### config.mk
export PLATFORM = sky130hd
export DESIGN_NAME = ics_sequencer
export DESIGN_NICKNAME = d
export VERILOG_FILES = /design/src/ics_pkg.sv /design/src/ics_sequencer.sv
export SDC_FILE = /design/constraint.sdc
export NUM_CORES = 1
export LEC_CHECK = 0
export BUFFER_PORTS_ARGS = -buffer_cell sky130_fd_sc_hd__buf_2
export CORE_ASPECT_RATIO = 0.7
export CORE_MARGIN = 2
export CORE_UTILIZATION = 60
export CTS_CLUSTER_SIZE = 10
export DETAILED_ROUTE_END_ITERATION = 6
export PLACE_DENSITY = 0.86
export SETUP_SLACK_MARGIN = 0.02
export SYNTH_ARGS = -nofsm -noshare
export SYNTH_HDL_FRONTEND = slang
export SYNTH_HIERARCHICAL = 1
export SYNTH_SLANG_ARGS = --single-unit
### constraint.sdc
create_clock -name pclk -period 7.04 [get_ports pclk]
set_input_delay 1.408 -clock pclk [delete_from_list [all_inputs] [get_ports pclk]]
set_output_delay 1.408 -clock pclk [all_outputs]
set_load 0.03 [all_outputs]
### src/ics_pkg.sv
// Constants, types and the class decoder for the counter sequencer.
// Assumes one pclk domain and registers reached over APB.
package ics_pkg;
   // Register byte offsets
   localparam logic [7:0] ADDR_CTRL = 8'h00;
   localparam logic [7:0] ADDR_INSTR = 8'h04;
   localparam logic [7:0] ADDR_STATUS = 8'h08;
   localparam logic [7:0] ADDR_COUNTS = 8'h0c;
   localparam logic [7:0] ADDR_DONE = 8'h10;
   // Reset values
   localparam logic [1:0] CTRL_RST = 2'h0;
   localparam logic [31:0] INSTR_RST = 32'h0;
   // Instruction register field positions
   localparam int F_OP = 0;
   localparam int F_CFG = 5;
   localparam int F_STEP = 9;
   localparam int F_ALAST = 15;
   localparam int F_SCLEN = 20;
   // Counter time states
   localparam logic [4:0] ST_00 = 5'h00;
   localparam logic [4:0] ST_01 = 5'h01;
   localparam logic [4:0] ST_13 = 5'h0d;
   localparam logic [4:0] ST_14 = 5'h0e;
   localparam logic [4:0] ST_20 = 5'h14;
   localparam logic [4:0] ST_22 = 5'h16;
   localparam logic [4:0] ST_24 = 5'h18;
   localparam logic [4:0] ST_25 = 5'h19;
   localparam logic [4:0] ST_26 = 5'h1a;
   localparam logic [4:0] ST_31 = 5'h1f;
   // Default counter lengths
   localparam logic [4:0] CFG_LAST = 5'h07;
   localparam logic [4:0] IDX_LAST = 5'h03;
   // Operation codes
   localparam logic [4:0] plain_jump_code = 5'h00;
   localparam logic [4:0] OP_JUMP_IDX = 5'h01;
   localparam logic [4:0] inout_select_code = 5'h02;
   localparam logic [4:0] arithmetic_operate_code = 5'h03;
   localparam logic [4:0] OP_JUMP_ACC = 5'h04;
   localparam logic [4:0] skip_on_memory_code = 5'h05;
   localparam logic [4:0] transfer_store_code = 5'h06;
   localparam logic [4:0] skip_on_equality_code = 5'h07;
   localparam logic [4:0] OP_LOAD = 5'h08;
   localparam logic [4:0] operate_code = 5'h09;
   localparam logic [4:0] special_config_code_a = 5'h0a;
   localparam logic [4:0] special_config_code_b = 5'h0b;
   localparam logic [4:0] flag_code_a = 5'h0c;
   localparam logic [4:0] flag_code_b = 5'h0d;
   localparam logic [4:0] OP_ADD = 5'h0e;
   localparam logic [4:0] OP_SUB = 5'h0f;
   localparam logic [4:0] difference_code = 5'h10;
   localparam logic [4:0] OP_MUL = 5'h11;
   localparam logic [4:0] OP_CYCLE = 5'h12;
   localparam logic [4:0] OP_SCALE = 5'h13;
   localparam logic [4:0] OP_IDX_XCHG = 5'h14;

   typedef enum logic [3:0] {
      CL_A1 = 4'h0, CL_A2 = 4'h1, CL_A3 = 4'h2, CL_A4 = 4'h3,
      CL_B1 = 4'h4, CL_B2 = 4'h5, CL_B3 = 4'h6, CL_C1 = 4'h7,
      CL_C2 = 4'h8, CL_C3 = 4'h9, CL_C4 = 4'ha, CL_C5 = 4'hb,
      CL_C6 = 4'hc
   } ics_class_type;

   // Unlisted codes behave as typical class C instructions
   function automatic ics_class_type ics_classify(input logic [4:0] op);
      case (op)
         plain_jump_code, OP_JUMP_IDX: ics_classify = CL_A1;
         inout_select_code: ics_classify = CL_A2;
         arithmetic_operate_code: ics_classify = CL_A3;
         OP_JUMP_ACC: ics_classify = CL_A4;
         skip_on_memory_code: ics_classify = CL_B1;
         transfer_store_code: ics_classify = CL_B2;
         skip_on_equality_code: ics_classify = CL_B3;
         special_config_code_a, special_config_code_b: ics_classify = CL_C2;
         flag_code_a, flag_code_b: ics_classify = CL_C3;
         OP_ADD, OP_SUB, difference_code: ics_classify = CL_C4;
         OP_MUL, OP_CYCLE, OP_SCALE: ics_classify = CL_C5;
         OP_IDX_XCHG: ics_classify = CL_C6;
         default: ics_classify = CL_C1;
      endcase
   endfunction : ics_classify
endpackage : ics_pkg

### src/ics_sequencer.sv
// Counter sequencer: instruction, operand and helper control counters.
// Assumes synchronous inputs on pclk and an APB master for registers.

// One control counter: a request waits until the counter is idle and
// its gate is open, then the state runs 0..last and stops.
module ics_count (
   input wire logic pclk, // Clock
   input wire logic presetn, // Async reset, low
   input wire logic ce, // Clock enable
   input wire logic trig, // Start request
   input wire logic gate, // Start permitted
   input wire logic [4:0] last, // Final state
   output logic pend, // Request waiting
   output logic run, // Counter active
   output logic fin, // Pulse after final state
   output logic [4:0] state // Time state
);
   wire go = pend && !run && gate;
   wire at_end = run && (state == last);

   // Queue, run and stop
   always_ff @(posedge pclk or negedge presetn) begin
      if (!presetn) begin
         pend <= 1'b0;
         run <= 1'b0;
         fin <= 1'b0;
         state <= 5'h00;
      end else if (ce) begin
         pend <= trig || (pend && !go);
         fin <= at_end;
         if (go) begin
            run <= 1'b1;
            state <= 5'h00;
         end else if (at_end) begin
            run <= 1'b0;
         end else if (run) begin
            state <= state + 5'h01;
         end
      end
   end
endmodule : ics_count

module ics_sequencer #(
   parameter logic [4:0] CFG_LEN = ics_pkg::CFG_LAST, // Config cycle last state
   parameter logic [4:0] IDX_LEN = ics_pkg::IDX_LAST // Index cycle last state
) (
   input wire logic pclk, // Clock, 20 MHz
   input wire logic presetn, // Async reset, low
   input wire logic pce, // Clock enable
   input wire logic psel, // APB select
   input wire logic penable, // APB enable
   input wire logic pwrite, // APB write
   input wire logic [7:0] paddr, // APB byte address
   input wire logic [31:0] pwdata, // APB write data
   output logic [31:0] prdata, // APB read data
   output logic pready, // APB ready
   output logic pslverr, // APB error
   input wire logic element_busy_flag, // In-out element busy
   input wire logic arith_element_busy, // Arithmetic element busy
   input wire logic instruction_interlock_bit4, // Store wait select
   input wire logic jump_wait, // Class A4 wait condition
   input wire logic cfg_start_ok, // Class A4 config start interlock
   output logic [4:0] instruction_counter, // Instruction time state
   output logic ic_run, // Instruction counter active
   output logic [4:0] operand_counter, // Operand time state
   output logic oc_run, // Operand counter active
   output logic [4:0] configuration_counter, // Config time state
   output logic cfg_run, // Config counter active
   output logic [4:0] index_word_counter, // Index time state
   output logic idx_run, // Index counter active
   output logic [4:0] arithmetic_counter, // Arithmetic time state
   output logic arith_run, // Arithmetic counter active
   output logic [5:0] arithmetic_step_counter, // Subcycle count
   output logic step_run, // Step counter in use
   output logic execute_instruction_phase, // States 25..31
   output logic instruction_memory_phase, // States 00..22
   output logic addr_modify, // Index register modifies address
   output logic config_control, // Standard config control active
   output logic [3:0] operand_cycle_config_register, // Config bits
   output logic pc_alter_window // Program address may change
);
   typedef ics_pkg::ics_class_type ics_cls_type;

   logic [1:0] ctrl;
   logic [31:0] instr;
   logic start_req, ic_new, reached;
   logic [15:0] done_cnt;
   logic [4:0] ic_op, next_ic;
   logic [3:0] instruction_cycle_config_register;
   logic next_ic_run;
   ics_cls_type ic_cls, oc_cls, pend_cls;
   logic cfg_a4, cfg_spec, cfg_std, a_c5, a_cysc;
   logic oc_pend, oc_fin, cfg_pend, cfg_fin, idx_pend, arith_pend, arith_fin;

   // APB decode
   wire acc = psel && penable;
   wire hit_ctrl = paddr == ics_pkg::ADDR_CTRL;
   wire hit_instr = paddr == ics_pkg::ADDR_INSTR;
   wire hit_stat = paddr == ics_pkg::ADDR_STATUS;
   wire hit_cnt = paddr == ics_pkg::ADDR_COUNTS;
   wire hit_done = paddr == ics_pkg::ADDR_DONE;
   wire mapped = hit_ctrl || hit_instr || hit_stat || hit_cnt || hit_done;
   wire wr = acc && pready && pwrite && mapped;
   wire [31:0] rd_mux =
      hit_ctrl ? {30'h0, ctrl} :
      hit_instr ? instr :
      hit_stat ? {16'h0, ic_cls, oc_run, ic_run, operand_counter, instruction_counter} :
      hit_cnt ? {7'h0, arithmetic_step_counter, arithmetic_counter, index_word_counter,
                 configuration_counter, 4'h0} :
      hit_done ? {16'h0, done_cnt} : 32'h0;

   // Instruction register fields
   wire [4:0] f_op = instr[ics_pkg::F_OP +: 5];
   wire [5:0] f_step = instr[ics_pkg::F_STEP +: 6];
   wire [4:0] f_alast = instr[ics_pkg::F_ALAST +: 5];
   wire [4:0] f_sclen = instr[ics_pkg::F_SCLEN +: 5];

   // Class groupings of the running instruction
   wire ic_a = ic_cls <= ics_pkg::CL_A4;
   wire ic_c = ic_cls >= ics_pkg::CL_C1;
   wire ic_has_oc = !ic_a;
   wire ic = ic_run;
   wire [4:0] ics = instruction_counter;
   wire at13 = ic && ic_new && ics == ics_pkg::ST_13;
   wire at14 = ic && ic_new && ics == ics_pkg::ST_14;
   wire at24 = ic && ic_new && ics == ics_pkg::ST_24;
   wire at26 = ic && ic_new && ics == ics_pkg::ST_26;
   wire at31 = ic && ic_new && ics == ics_pkg::ST_31;
   wire oc13 = oc_run && operand_counter == ics_pkg::ST_13;
   wire oc14 = oc_run && operand_counter == ics_pkg::ST_14;
   wire oc00 = oc_run && operand_counter == ics_pkg::ST_00;

   // Operand target for class B waits; an older operand cycle still counts until our request queues
   wire [4:0] oc_tgt = (ic_cls == ics_pkg::CL_B2) ?
      (instruction_interlock_bit4 ? ics_pkg::ST_01 : ics_pkg::ST_20) :
      ics_pkg::ST_14;
   wire oc_hit = oc_run && !oc_pend && operand_counter == oc_tgt;

   // Wait conditions that hold the instruction counter at 25
   wire ic_wait =
      (ic_cls == ics_pkg::CL_A2) ? element_busy_flag :
      (ic_cls == ics_pkg::CL_A3) ? (arith_element_busy || arith_run || arith_pend) :
      (ic_cls == ics_pkg::CL_A4) ? jump_wait :
      (ic_cls == ics_pkg::CL_B1 || ic_cls == ics_pkg::CL_B2 ||
       ic_cls == ics_pkg::CL_B3) ? !(reached || oc_hit) : 1'b0;

   wire go_instr = !ic_run && (start_req || ctrl[1]);

   // Instruction counter sequence; 23 and memory skips are not modelled
   always_comb begin
      next_ic_run = ic_run;
      next_ic = instruction_counter;
      if (!ic_run) begin
         if (go_instr) begin
            next_ic_run = 1'b1;
            next_ic = ics_pkg::ST_00;
         end
      end else if (ics == ics_pkg::ST_22) begin
         // One operand request queues at a time, so the next waits here
         if (!(ic_has_oc && oc_pend)) next_ic = ics_pkg::ST_24;
      end else if (ics == ics_pkg::ST_24) begin
         if (ic_c) next_ic_run = 1'b0;
         else next_ic = ics_pkg::ST_25;
      end else if (ics == ics_pkg::ST_25) begin
         if (!ic_wait) next_ic = ics_pkg::ST_26;
      end else if (ics == ics_pkg::ST_31) begin
         next_ic_run = 1'b0;
      end else begin
         next_ic = ics + 5'h01;
      end
   end

   // Counter requests
   wire oc_gate = !(oc_pend && pend_cls == ics_pkg::CL_C3) ||
      (!cfg_pend && !cfg_run);
   wire oc_go = oc_pend && !oc_run && oc_gate;
   wire oc_trig = at24 && ic_has_oc;
   wire cfg_oc_std = oc_cls == ics_pkg::CL_B2 || oc_cls == ics_pkg::CL_B3 ||
      oc_cls == ics_pkg::CL_C1 || oc_cls == ics_pkg::CL_C4 ||
      oc_cls == ics_pkg::CL_C5 || oc_cls == ics_pkg::CL_C6;
   wire cfg_ic_trig = at13 && (ic_cls == ics_pkg::CL_A4 || ic_cls == ics_pkg::CL_C3);
   wire cfg_trig = cfg_ic_trig || (oc00 && cfg_oc_std) ||
      (oc13 && oc_cls == ics_pkg::CL_C2);
   wire jmp_no_idx = ic_op == ics_pkg::plain_jump_code &&
      instruction_cycle_config_register[2];
   wire idx_ic14 = at14 && ic_cls != ics_pkg::CL_A1;
   wire idx_trig = idx_ic14 || (at31 && ic_cls == ics_pkg::CL_A1 && !jmp_no_idx) ||
      (oc14 && oc_cls == ics_pkg::CL_C6);
   wire uses_x = ic_op != ics_pkg::skip_on_memory_code && ic_op != ics_pkg::operate_code;
   wire arith_first = (at26 && ic_cls == ics_pkg::CL_A3) ||
      (oc14 && (oc_cls == ics_pkg::CL_C4 || oc_cls == ics_pkg::CL_C5));
   wire [5:0] sub_next = arithmetic_step_counter + 6'h01;
   wire more_sub = arith_fin && a_c5 && sub_next < f_step;

   ics_count u_oc (.pclk(pclk), .presetn(presetn), .ce(pce), .trig(oc_trig),
      .gate(oc_gate), .last(ics_pkg::ST_31), .pend(oc_pend), .run(oc_run),
      .fin(oc_fin), .state(operand_counter));
   ics_count u_cfg (.pclk(pclk), .presetn(presetn), .ce(pce), .trig(cfg_trig),
      .gate(!cfg_a4 || cfg_start_ok), .last(cfg_spec ? f_sclen : CFG_LEN),
      .pend(cfg_pend), .run(cfg_run), .fin(cfg_fin),
      .state(configuration_counter));
   ics_count u_idx (.pclk(pclk), .presetn(presetn), .ce(pce), .trig(idx_trig),
      .gate(1'b1), .last(IDX_LEN), .pend(idx_pend), .run(idx_run), .fin(),
      .state(index_word_counter));
   ics_count u_ar (.pclk(pclk), .presetn(presetn), .ce(pce),
      .trig(arith_first || more_sub), .gate(1'b1), .last(f_alast),
      .pend(arith_pend), .run(arith_run), .fin(arith_fin),
      .state(arithmetic_counter));

   // APB slave, one wait state on every access
   always_ff @(posedge pclk or negedge presetn) begin
      if (!presetn) begin
         pready <= 1'b0;
         pslverr <= 1'b0;
         prdata <= 32'h0;
         ctrl <= ics_pkg::CTRL_RST;
         instr <= ics_pkg::INSTR_RST;
      end else if (pce) begin
         pready <= acc && !pready;
         pslverr <= acc && !pready && !mapped;
         if (acc && !pready) prdata <= rd_mux;
         if (wr && hit_ctrl) ctrl <= pwdata[1:0];
         if (wr && hit_instr) instr <= pwdata;
      end
   end

   // Instruction counter and its latched instruction
   always_ff @(posedge pclk or negedge presetn) begin
      if (!presetn) begin
         ic_run <= 1'b0;
         instruction_counter <= 5'h00;
         ic_new <= 1'b0;
         start_req <= 1'b0;
         ic_op <= 5'h00;
         ic_cls <= ics_pkg::CL_A1;
         instruction_cycle_config_register <= 4'h0;
         reached <= 1'b0;
         done_cnt <= 16'h0;
      end else if (pce) begin
         ic_run <= next_ic_run;
         instruction_counter <= next_ic;
         ic_new <= next_ic_run && (go_instr || next_ic != instruction_counter);
         // Start request set wins over its clear by the start
         start_req <= (wr && hit_ctrl && pwdata[0]) || (start_req && !go_instr);
         if (go_instr) begin
            ic_op <= f_op;
            ic_cls <= ics_pkg::ics_classify(f_op);
            instruction_cycle_config_register <= instr[ics_pkg::F_CFG +: 4];
         end
         reached <= oc_hit || (reached && !go_instr);
         if (ic_run && !next_ic_run) done_cnt <= done_cnt + 16'h0001;
      end
   end

   // Operand ownership, config and arithmetic attributes
   always_ff @(posedge pclk or negedge presetn) begin
      if (!presetn) begin
         pend_cls <= ics_pkg::CL_C1;
         oc_cls <= ics_pkg::CL_C1;
         operand_cycle_config_register <= 4'h0;
         {cfg_a4, cfg_spec, cfg_std, a_c5, a_cysc} <= 5'h00;
         arithmetic_step_counter <= 6'h00;
      end else if (pce) begin
         if (oc_trig) pend_cls <= ic_cls;
         if (oc_go) begin
            oc_cls <= pend_cls;
            operand_cycle_config_register <= instruction_cycle_config_register;
         end
         if (cfg_trig) begin
            cfg_a4 <= cfg_ic_trig && ic_cls == ics_pkg::CL_A4;
            cfg_spec <= oc13 && oc_cls == ics_pkg::CL_C2;
            cfg_std <= !(cfg_ic_trig && ic_cls == ics_pkg::CL_C3) &&
               !(oc13 && oc_cls == ics_pkg::CL_C2);
         end
         if (arith_first) begin
            a_c5 <= oc14 && oc_cls == ics_pkg::CL_C5;
            a_cysc <= ic_op == ics_pkg::OP_CYCLE || ic_op == ics_pkg::OP_SCALE;
            arithmetic_step_counter <= 6'h00;
         end else if (more_sub) begin
            arithmetic_step_counter <= sub_next;
         end
      end
   end

   // Registered phase and control levels
   always_ff @(posedge pclk or negedge presetn) begin
      if (!presetn) begin
         execute_instruction_phase <= 1'b0;
         instruction_memory_phase <= 1'b0;
         pc_alter_window <= 1'b0;
         addr_modify <= 1'b0;
         config_control <= 1'b0;
         step_run <= 1'b0;
      end else if (pce) begin
         execute_instruction_phase <= next_ic_run && next_ic >= ics_pkg::ST_25;
         instruction_memory_phase <= next_ic_run && next_ic <= ics_pkg::ST_22;
         pc_alter_window <= next_ic_run && next_ic >= ics_pkg::ST_25 &&
            ic_op != ics_pkg::transfer_store_code;
         addr_modify <= idx_ic14 && uses_x;
         config_control <= cfg_run && cfg_std && !cfg_fin;
         step_run <= a_c5 && !a_cysc && (arith_run || arith_pend);
      end
   end
endmodule : ics_sequencer

==> flow_summary.json, run 1 <==
{
  "outcome": "finished, final reports clean",
  "rsz0062_at_grt": "false",
  "grt.met1_usage_pct": 49.8,
  "final_layout_size_suffix_gt1_share_pct": 21.8,
  "placedInstanceArea_um2": 9880,
  "io_pins": 131,
  "core_region_area_um2": 14800,
  "crit_fanout": 47,
  "headroom_to_the_max_slew_limit_pct": 29.6,
  "cts.clk_slew.worst_paths_ps": 70,
  "total_cts_buffers": 17,
  "timing_hold_violations_final": 0,
  "use_met3_pct": 8.43,
  "setup.worst_path.end_class": "flop",
  "groute.usage.overall_pct": 33.8,
  "final.setup_skew_ps": 12.1,
  "height_of_the_chip_um": 107,
  "cp_data_arrival_time_ps": 3960,
  "tightest_slew_ps": 1060,
  "initial_core_util_pct": 61.7,
  "portBuffers": 130,
  "dp_hpwl_um": 18600,
  "mappedNetlistArea_um2": 9140,
  "detailedRoute.firstIterationViolations": 1181,
  "grt_first_pass_wirelength_um": 41700,
  "setup_tns_final_ps": 0,
  "synth_cells": 911,
  "maxCapViolations": 0,
  "power-per-cell-area_nw_per_um2": 217,
  "seq_power_share_pct": 45.4,
  "layout.nets": 1104,
  "antenna_violating_nets_post_route": 0,
  "floorplan.die.width_um": 152,
  "cp-start-kind": "input pin",
  "quantity_of_hold_fixing_buffers_added_after_cts": 0,
  "p_switching_uw": 693,
  "r2r_slack_ps": 3760,
  "grt_max_degree": 117,
  "clockRootBuffer": "sky130_fd_sc_hd__clkbuf_16",
  "setup-violations-final": 0,
  "leakagePower_nw": 5.06,
  "achievable-frequency_ghz": 0.277,
  "cts_repair_resize_count": 0,
  "cts-htree-levels": 4,
  "drt_pass1_iterations": 5,
  "drc": 0,
  "power.internal_mw": 1.58,
  "final_max_slew_violation_count": 0,
  "pre_cts_slack_ps": 2620,
  "peakVddDrop_mv": 0.166,
  "layout_worst_path_cycle_share_pct": 51.3,
  "first_global_vias": 7572,
  "total_die_area_um2": 16300,
  "tritoncts_clock_tree": "yes",
  "gr-usage-met2_pct": 49.1,
  "busiest_layer": "met1",
  "gp_congestion": 0.959,
  "clock-sinks": 165,
  "syn_avg_cell_area_um2": 10.0,
  "synthToLayoutAreaGrowth_pct": 14.7,
  "cts_max_path_buffers": 2,
  "clock_power_share_pct": 41.9,
  "floorplan.rows": 37,
  "cts_post_setup_buffers_inserted": 0,
  "timing.hold.worst.class": "reg2reg",
  "design_area_um2": 10500,
  "switching_share_of_power_pct": 30.5,
  "vias": 8089,
  "avgViaCountPerCell": 6.51,
  "initial_antenna_violation_count": 1,
  "share_comb_of_total_power_pct": 12.7,
  "drt_wl_total_um": 26600,
  "period_needed_ps": 3610,
  "setup_slack_ps": 3430,
  "timing.critical_path.required_ps": 7390,
  "insertion_delay_ps": 430,
  "setup.worst_path.class": "in2reg",
  "congestion_overflow_gr": 0,
  "synthesis.yosys.warnings": 6,
  "detail_route.wl_per_cell_um": 21.4
}
## metrics by stage
| step | instances | hold slack (ps) | power [mW] | util [%] |
|---|---|---|---|---|
| finish | 1242 | 475 | 2.27 | 70.8 |
| global route | 1241 | 511 | 2.33 | 70.8 |
| CTS | 1241 | 481 | 2.26 | 70.7 |
| detailed placement | 1209 | 465 | 1.32 | 66.7 |
| global placement | 1209 | 458 | 1.32 | 66.7 |
| floorplan | 925 | 442 | 1.21 | - |
## cells in the final DEF (no fill, tap or decap), drive strengths merged, types with 14 or more instances in the layout
cell type,n
a22o,29
conb,16
and3,14
nand3,40
buf,134
mux2,51
a22oi,14
xor2,24
and2,18
clkbuf,18
ha,20
nand2b,21
nor2,56
dfrtp,159
a21oi,28
inv,45
nand2,99
xnor2,19
o21ai,60
## sequential cells by signal, summed over array words and instances, names as in the netlist, 2 cells and up
register	flops
prdata	32
instruction_cycle_config_register	4
ctrl	2
u_ar/state	5
instruction_counter	5
operand_cycle_config_register	4
done_cnt	16
u_oc/state	5
u_cfg/state	5
arithmetic_step_counter	6
pend_cls	4
u_idx/state	5
instr	32
oc_cls	4
ic_op	5
ic_cls	4
## routing by layer
metal,wire length [um],share of wire (%)
met5,0,0
met1,10600,40
met2,11700,44
met3,3570,13
met4,782,2.9
## final cells by class
cell class                 instances  area, um2
sequential                       165       4140
timing repair buffer             134        687
antenna                            1       2.50
tap                              195        244
fill                            1079       4330
clock buffer                      18        439
inverter                          38        143
clock inverter                    14        163
multi-input combinational        677       4670
## final timing paths
kind / end / cells after the start / start
max in group asynchronous: u_cfg/run / 2 / presetn
setup / recovery: prdata[2] / 7 / pce
min in group asynchronous: operand_cycle_config_register[0] / 1 / presetn
setup reg to reg: arithmetic_step_counter[3] / 9 / arithmetic_step_counter[2]
hold reg to reg: prdata[27] / 2 / prdata[27]
hold / removal: prdata[27] / 2 / prdata[27]
## power by group through the flow
stage	clock network [mW]	registers [mW]	logic, mW
2_1_floorplan	0	1.04	0.177
3_3_place_gp	0	1.04	0.275
3_5_place_dp	0	1.04	0.277
4_1_cts	0.950	1.03	0.281
5_1_grt	0.989	1.03	0.312
6_report	0.952	1.03	0.288
## critical path, cell delays in order
cell and delay [ps]:
sky130_fd_sc_hd__buf_2 70, sky130_fd_sc_hd__buf_4 400, sky130_fd_sc_hd__nand3_1 230, sky130_fd_sc_hd__or2_2 620, sky130_fd_sc_hd__a21oi_2 750, sky130_fd_sc_hd__nand2_1 200
sky130_fd_sc_hd__o21ai_0 210
Note: power is estimated with default switching activity, not from simulation.
==> run 2, diff against run 1 <==
- CORE_UTILIZATION: 60 -> 58
- PLACE_DENSITY: 0.86 -> 0.84
- clock period: 7.04 -> 3.35 ns (I/O delays scaled with it)
==> run 2 against run 1 <==
  * Combinational power rose by 140%
  * Hold slack got worse by 200 ps
  * Global-route usage fell by 2.3 points
  * Wire length fell by 3.3%
  * Sequential power rose by 100%
  * Setup slack got worse by 3000 ps
  * First-iteration DRC count fell by 25%
  * Clock power rose by 110%
  * Clock skew rose by 1.5 ps
  * Non-clock buffer count rose by 21
  * Highest routed layer unchanged
==> flow_summary.json, run 2 (synthesized netlist as in run 1, its figures left out) <==
{
  "pre_cts_slack_ps": 485,
  "initial_core_util_pct": 59.1,
  "timing.hold.worst.class": "in2async",
  "leakagePower_nw": 5.17,
  "power-per-cell-area_nw_per_um2": 449,
  "critPathSlowestCell": "sky130_fd_sc_hd__dfrtp_1",
  "timing.critical_path.required_ps": 3660,
  "initial_antenna_violation_count": 3,
  "tritoncts_clock_tree": "yes",
  "layout_commonest_cell": "sky130_fd_sc_hd__dfrtp_1",
  "met3_wirelength_um": 2880,
  "cp_num_buf_inv": 0,
  "crit_fanout": 11,
  "total_die_area_um2": 16800,
  "clock-sinks": 165,
  "congestion_overflow_gr": 0,
  "layout.nets": 1125,
  "setup.worst_path.end_class": "flop",
  "groute.usage.overall_pct": 31.6,
  "layout_common_cells": "sky130_fd_sc_hd__dfrtp_1, sky130_fd_sc_hd__buf_2, sky130_fd_sc_hd__nand2_1, sky130_fd_sc_hd__o21ai_0, sky130_fd_sc_hd__nor2_1",
  "achievable-frequency_ghz": 0.340,
  "gp_congestion": 0.970,
  "cp_slowest_stage_delay_ps": 600,
  "grt_max_degree": 81,
  "core_region_area_um2": 15500,
  "rsz0062_at_grt": "false",
  "critical-path-top-cell-by-count": "sky130_fd_sc_hd__nand2_1",
  "setup_slack_ps": 412,
  "portBuffers": 130,
  "dr_wl_met2_um": 11100,
  "setup.worst_path.class": "reg2reg",
  "dp_hpwl_um": 18600,
  "crit_family": "compound AO/OA/AOI/OAI gates",
  "period_needed_ps": 2940,
  "vias": 7981,
  "cts_max_path_buffers": 2,
  "tightest_slew_ps": 789,
  "grt_first_pass_wirelength_um": 40800,
  "synthToLayoutAreaGrowth_pct": 16.5,
  "detail_route.wl_per_cell_um": 20.3,
  "insertion_delay_ps": 430,
  "quantity_of_hold_fixing_buffers_added_after_cts": 0,
  "cts-htree-levels": 4,
  "top_regs": "instr x32, prdata x32, done_cnt x16",
  "layout_worst_path_cycle_share_pct": 87.7,
  "avgViaCountPerCell": 6.29,
  "setup-violations-final": 0,
  "wl_met1_um": 11100,
  "maxCapViolations": 0,
  "cp-start-kind": "flop",
  "topmost_layer_with_routed_signal_wires": "met4",
  "outcome": "finished, final reports clean",
  "setup_tns_final_ps": 0,
  "cts_repair_resize_count": 0,
  "peakVddDrop_mv": 0.340,
  "headroom_to_the_max_slew_limit_pct": 47.4,
  "drc": 0,
  "clockRootBuffer": "sky130_fd_sc_hd__clkbuf_16",
  "cts.clk_slew.worst_paths_ps": 60,
  "floorplan.rows": 38,
  "drt_pass1_iterations": 5,
  "final_layout_size_suffix_gt1_share_pct": 23.1,
  "cts_post_setup_buffers_inserted": 0,
  "antenna_violating_nets_post_route": 0,
  "worstRegToRegCells": 8,
  "final.setup_skew_ps": 13.6,
  "num-fill-cells": 1156,
  "floorplan.die.width_um": 154,
  "detailedRoute.firstIterationViolations": 891,
  "drt_wl_total_um": 25800,
  "timing.critical_path.depth": 8,
  "cp_data_arrival_time_ps": 3250,
  "io_pins": 131,
  "height_of_the_chip_um": 109,
  "hold_slack_ps": 273,
  "total_cts_buffers": 17,
  "cp_cell_sequence": "ha_1 > nand2_1 > a21oi_1 > nand2_1 > or3_1 > a221oi_2 > nor2_1 > o32a_1",
  "final_max_slew_violation_count": 0,
  "first_global_vias": 7564,
  "timing_hold_violations_final": 0
}
==> run 2: changes by cell type in the layout (fill, tap and decap cells not counted), sizes merged <==
cell      delta
clkinvlp     -1
inv          -2
diode        +2
buf         +21
bufinv       +1
clkbuf       +1
==> run 2: power by group <==
group | switching (mW) | total (mW) | internal, mW
Clock | 0.845 | 1.97 | 1.13
Combinational | 0.456 | 0.693 | 0.237
Sequential | 0.0768 | 2.11 | 2.03
==> run 2: final timing paths <==
check                                            start                  endpoint  slack [ps]
worst max register to register  instruction_counter[0]  instruction_memory_phase         410
worst max-delay path            instruction_counter[0]  instruction_memory_phase         410
max in group asynchronous                      presetn             u_ar/state[2]        2300
worst min register to register              prdata[30]                prdata[30]         490
min in group pclk                           pwdata[26]                 instr[26]         440
worst min-delay path                           presetn                  instr[8]         270
==> run 2: per-stage QoR <==
step | area [um2] | util, % | total power, mW | cells
CTS | 10600 | 68.9 | 4.76 | 1266
floorplan | 9190 | - | 2.55 | 925
global placement | 10100 | 65.1 | 2.81 | 1235
detailed placement | 10100 | 65.1 | 2.81 | 1235
finish | 10600 | 68.9 | 4.78 | 1269
global route | 10600 | 68.9 | 4.94 | 1267
==> run 2: final cells by class <==
type	instances	area, um2	area share, %
Multi-Input combinational cell	677	4670	43.8
Sequential cell	165	4140	38.8
Timing Repair Buffer	155	857	8.05
Clock buffer	19	443	4.16
Tap cell	200	250	2.35
Clock inverter	12	144	1.35
Inverter	38	143	1.34
Antenna cell	3	7.51	0.0705
==> run 2: metal layers <==
layer | global-route usage [%] | vias to the layer above
met4 | 12.5 | 0
met5 | 0 | -
li1 | - | 3572
met1 | 45.9 | 3901
met2 | 45.3 | 450
met3 | 8.39 | 58
==> run 3, diff against run 2 <==
- CELL_PAD_IN_SITES_DETAIL_PLACEMENT: not set -> 1
- CELL_PAD_IN_SITES_GLOBAL_PLACEMENT: not set -> 2
- CORE_UTILIZATION: 58 -> 37
==> run 3 against run 2 <==
  * Clock power rose by 4%
  * Highest routed layer unchanged
  * Clock-buffer cell count fell by 1
  * Via count fell by 2.8%
  * Clock skew fell by 3.8 ps
  * Fmax rose by 1.8%
  * Critical path type unchanged
  * Hold slack got worse by 80 ps
==> flow_summary.json, run 3 (synthesized netlist as in run 1, its figures left out) <==
{
  "setup_tns_final_ps": 0,
  "timing.critical_path.required_ps": 3730,
  "gp_congestion": 0.874,
  "cp-start-kind": "flop",
  "rsz0062_at_grt": "false",
  "layout_worst_path_cycle_share_pct": 86.2,
  "cts-htree-levels": 4,
  "cts_post_setup_buffers_inserted": 0,
  "total_die_area_um2": 26000,
  "first_global_vias": 7663,
  "layout_common_cells": "sky130_fd_sc_hd__dfrtp_1, sky130_fd_sc_hd__buf_2, sky130_fd_sc_hd__nand2_1, sky130_fd_sc_hd__o21ai_0, sky130_fd_sc_hd__nor2_1",
  "cts_repair_resize_count": 0,
  "period_needed_ps": 2890,
  "cp_data_arrival_time_ps": 3270,
  "congestion_overflow_gr": 0,
  "insertion_delay_ps": 440,
  "floorplan.die.width_um": 192,
  "outcome": "finished, final reports clean",
  "crit_fanout": 8,
  "avgViaCountPerCell": 5.57,
  "quantity_of_hold_fixing_buffers_added_after_cts": 0,
  "clockRootBuffer": "sky130_fd_sc_hd__clkbuf_16",
  "vias": 7761,
  "layout_commonest_cell": "sky130_fd_sc_hd__dfrtp_1",
  "tightest_slew_ps": 820,
  "design_area_um2": 10800,
  "crit_family": "compound AO/OA/AOI/OAI gates",
  "total_cts_buffers": 17,
  "initial_antenna_violation_count": 0,
  "detailedRoute.firstIterationViolations": 512,
  "drt_wl_total_um": 30000,
  "io_pins": 131,
  "final_max_slew_violation_count": 0,
  "leakagePower_nw": 5.17,
  "peakVddDrop_mv": 0.386,
  "timing_hold_violations_final": 0,
  "timing.critical_path.depth": 10,
  "critPathSlowestCell": "sky130_fd_sc_hd__o21ai_0",
  "final.setup_skew_ps": 9.70,
  "top_regs": "instr x32, prdata x32, done_cnt x16",
  "initial_core_util_pct": 37.4,
  "final_layout_size_suffix_gt1_share_pct": 23.2,
  "timing.hold.worst.class": "in2async",
  "placedInstanceArea_um2": 10200,
  "cp_cell_sequence": "nand3_1 > or2_2 > xnor2_1 > ha_1 > nand3_1 > a21oi_1 > nor3_1 > buf_4 > o21ai_0 > a32o_1",
  "setup.worst_path.end_class": "flop",
  "floorplan.rows": 48,
  "tritoncts_clock_tree": "yes",
  "maxCapViolations": 0,
  "cts_max_path_buffers": 2,
  "dp_hpwl_um": 22400,
  "core_region_area_um2": 24400,
  "grt_max_degree": 57,
  "regToRegStartpoint": "arithmetic_step_counter[0]",
  "grt_first_pass_wirelength_um": 46600,
  "cts.clk_slew.worst_paths_ps": 70,
  "crit_path_start": "arithmetic_step_counter[0]",
  "layout.nets": 1125,
  "synthToLayoutAreaGrowth_pct": 18.3,
  "drc": 0,
  "cp_num_buf_inv": 1,
  "hold_slack_ps": 192,
  "critical-path-top-cell-by-count": "sky130_fd_sc_hd__nand3_1",
  "total_power_mw": 4.86,
  "groute.usage.overall_pct": 23.8,
  "portBuffers": 130,
  "setup.worst_path.class": "reg2reg",
  "achievable-frequency_ghz": 0.346,
  "num-fill-cells": 2778,
  "power-per-cell-area_nw_per_um2": 449,
  "worstRegToRegCells": 10,
  "height_of_the_chip_um": 136,
  "drt_pass1_iterations": 5,
  "detail_route.wl_per_cell_um": 21.5,
  "headroom_to_the_max_slew_limit_pct": 45.3,
  "antenna_violating_nets_post_route": 0,
  "clock-sinks": 165,
  "cp_slowest_stage_delay_ps": 570,
  "setup-violations-final": 0
}
-- run 3: cell type report --
class	count	area (um2)	share of cell area [%]
multi-input combinational	677	4670	43.2
sequential	165	4140	38.2
timing repair buffer	155	857	7.92
clock buffer	18	439	4.06
tap	325	407	3.76
clock inverter	14	163	1.50
inverter	38	143	1.32
antenna	1	2.50	0.0231
-- run 3: power by group --
part / switching (mW) / leakage (nW) / internal [mW]
Clock: 0.917 / 0.283 / 1.14
Sequential: 0.106 / 2.18 / 2.03
Combinational: 0.442 / 2.70 / 0.224
Total: 1.46 / 5.17 / 3.39
-- run 3: through the flow --
step / std cells / utilization, % / setup slack, ps
after CTS: 1392 / 44.2 / 554
after global placement: 1360 / 41.8 / 602
final: 1393 / 44.2 / 463
after detailed placement: 1360 / 41.8 / 563
after floorplan: 925 / - / 603
after global routing: 1392 / 44.2 / 202
-- run 3: path summary, 6_finish.rpt --
check                                             end  slack, ps
max                        arithmetic_step_counter[3]        460
min                                         ic_cls[0]        190
max reg2reg                arithmetic_step_counter[3]        460
min reg2reg                                   reached        480
max in group asynchronous                 pend_cls[1]       2320
min in group pclk                            instr[4]        430
-- run 3: metal layers --
metal | share of wire, % | up-vias | track usage [%]
li1 | - | 3586 | -
met5 | 0 | - | 0
met2 | 43 | 218 | 34.8
met1 | 50 | 3934 | 35.5
met4 | 0.93 | 0 | 5.64
met3 | 6.6 | 23 | 5.41
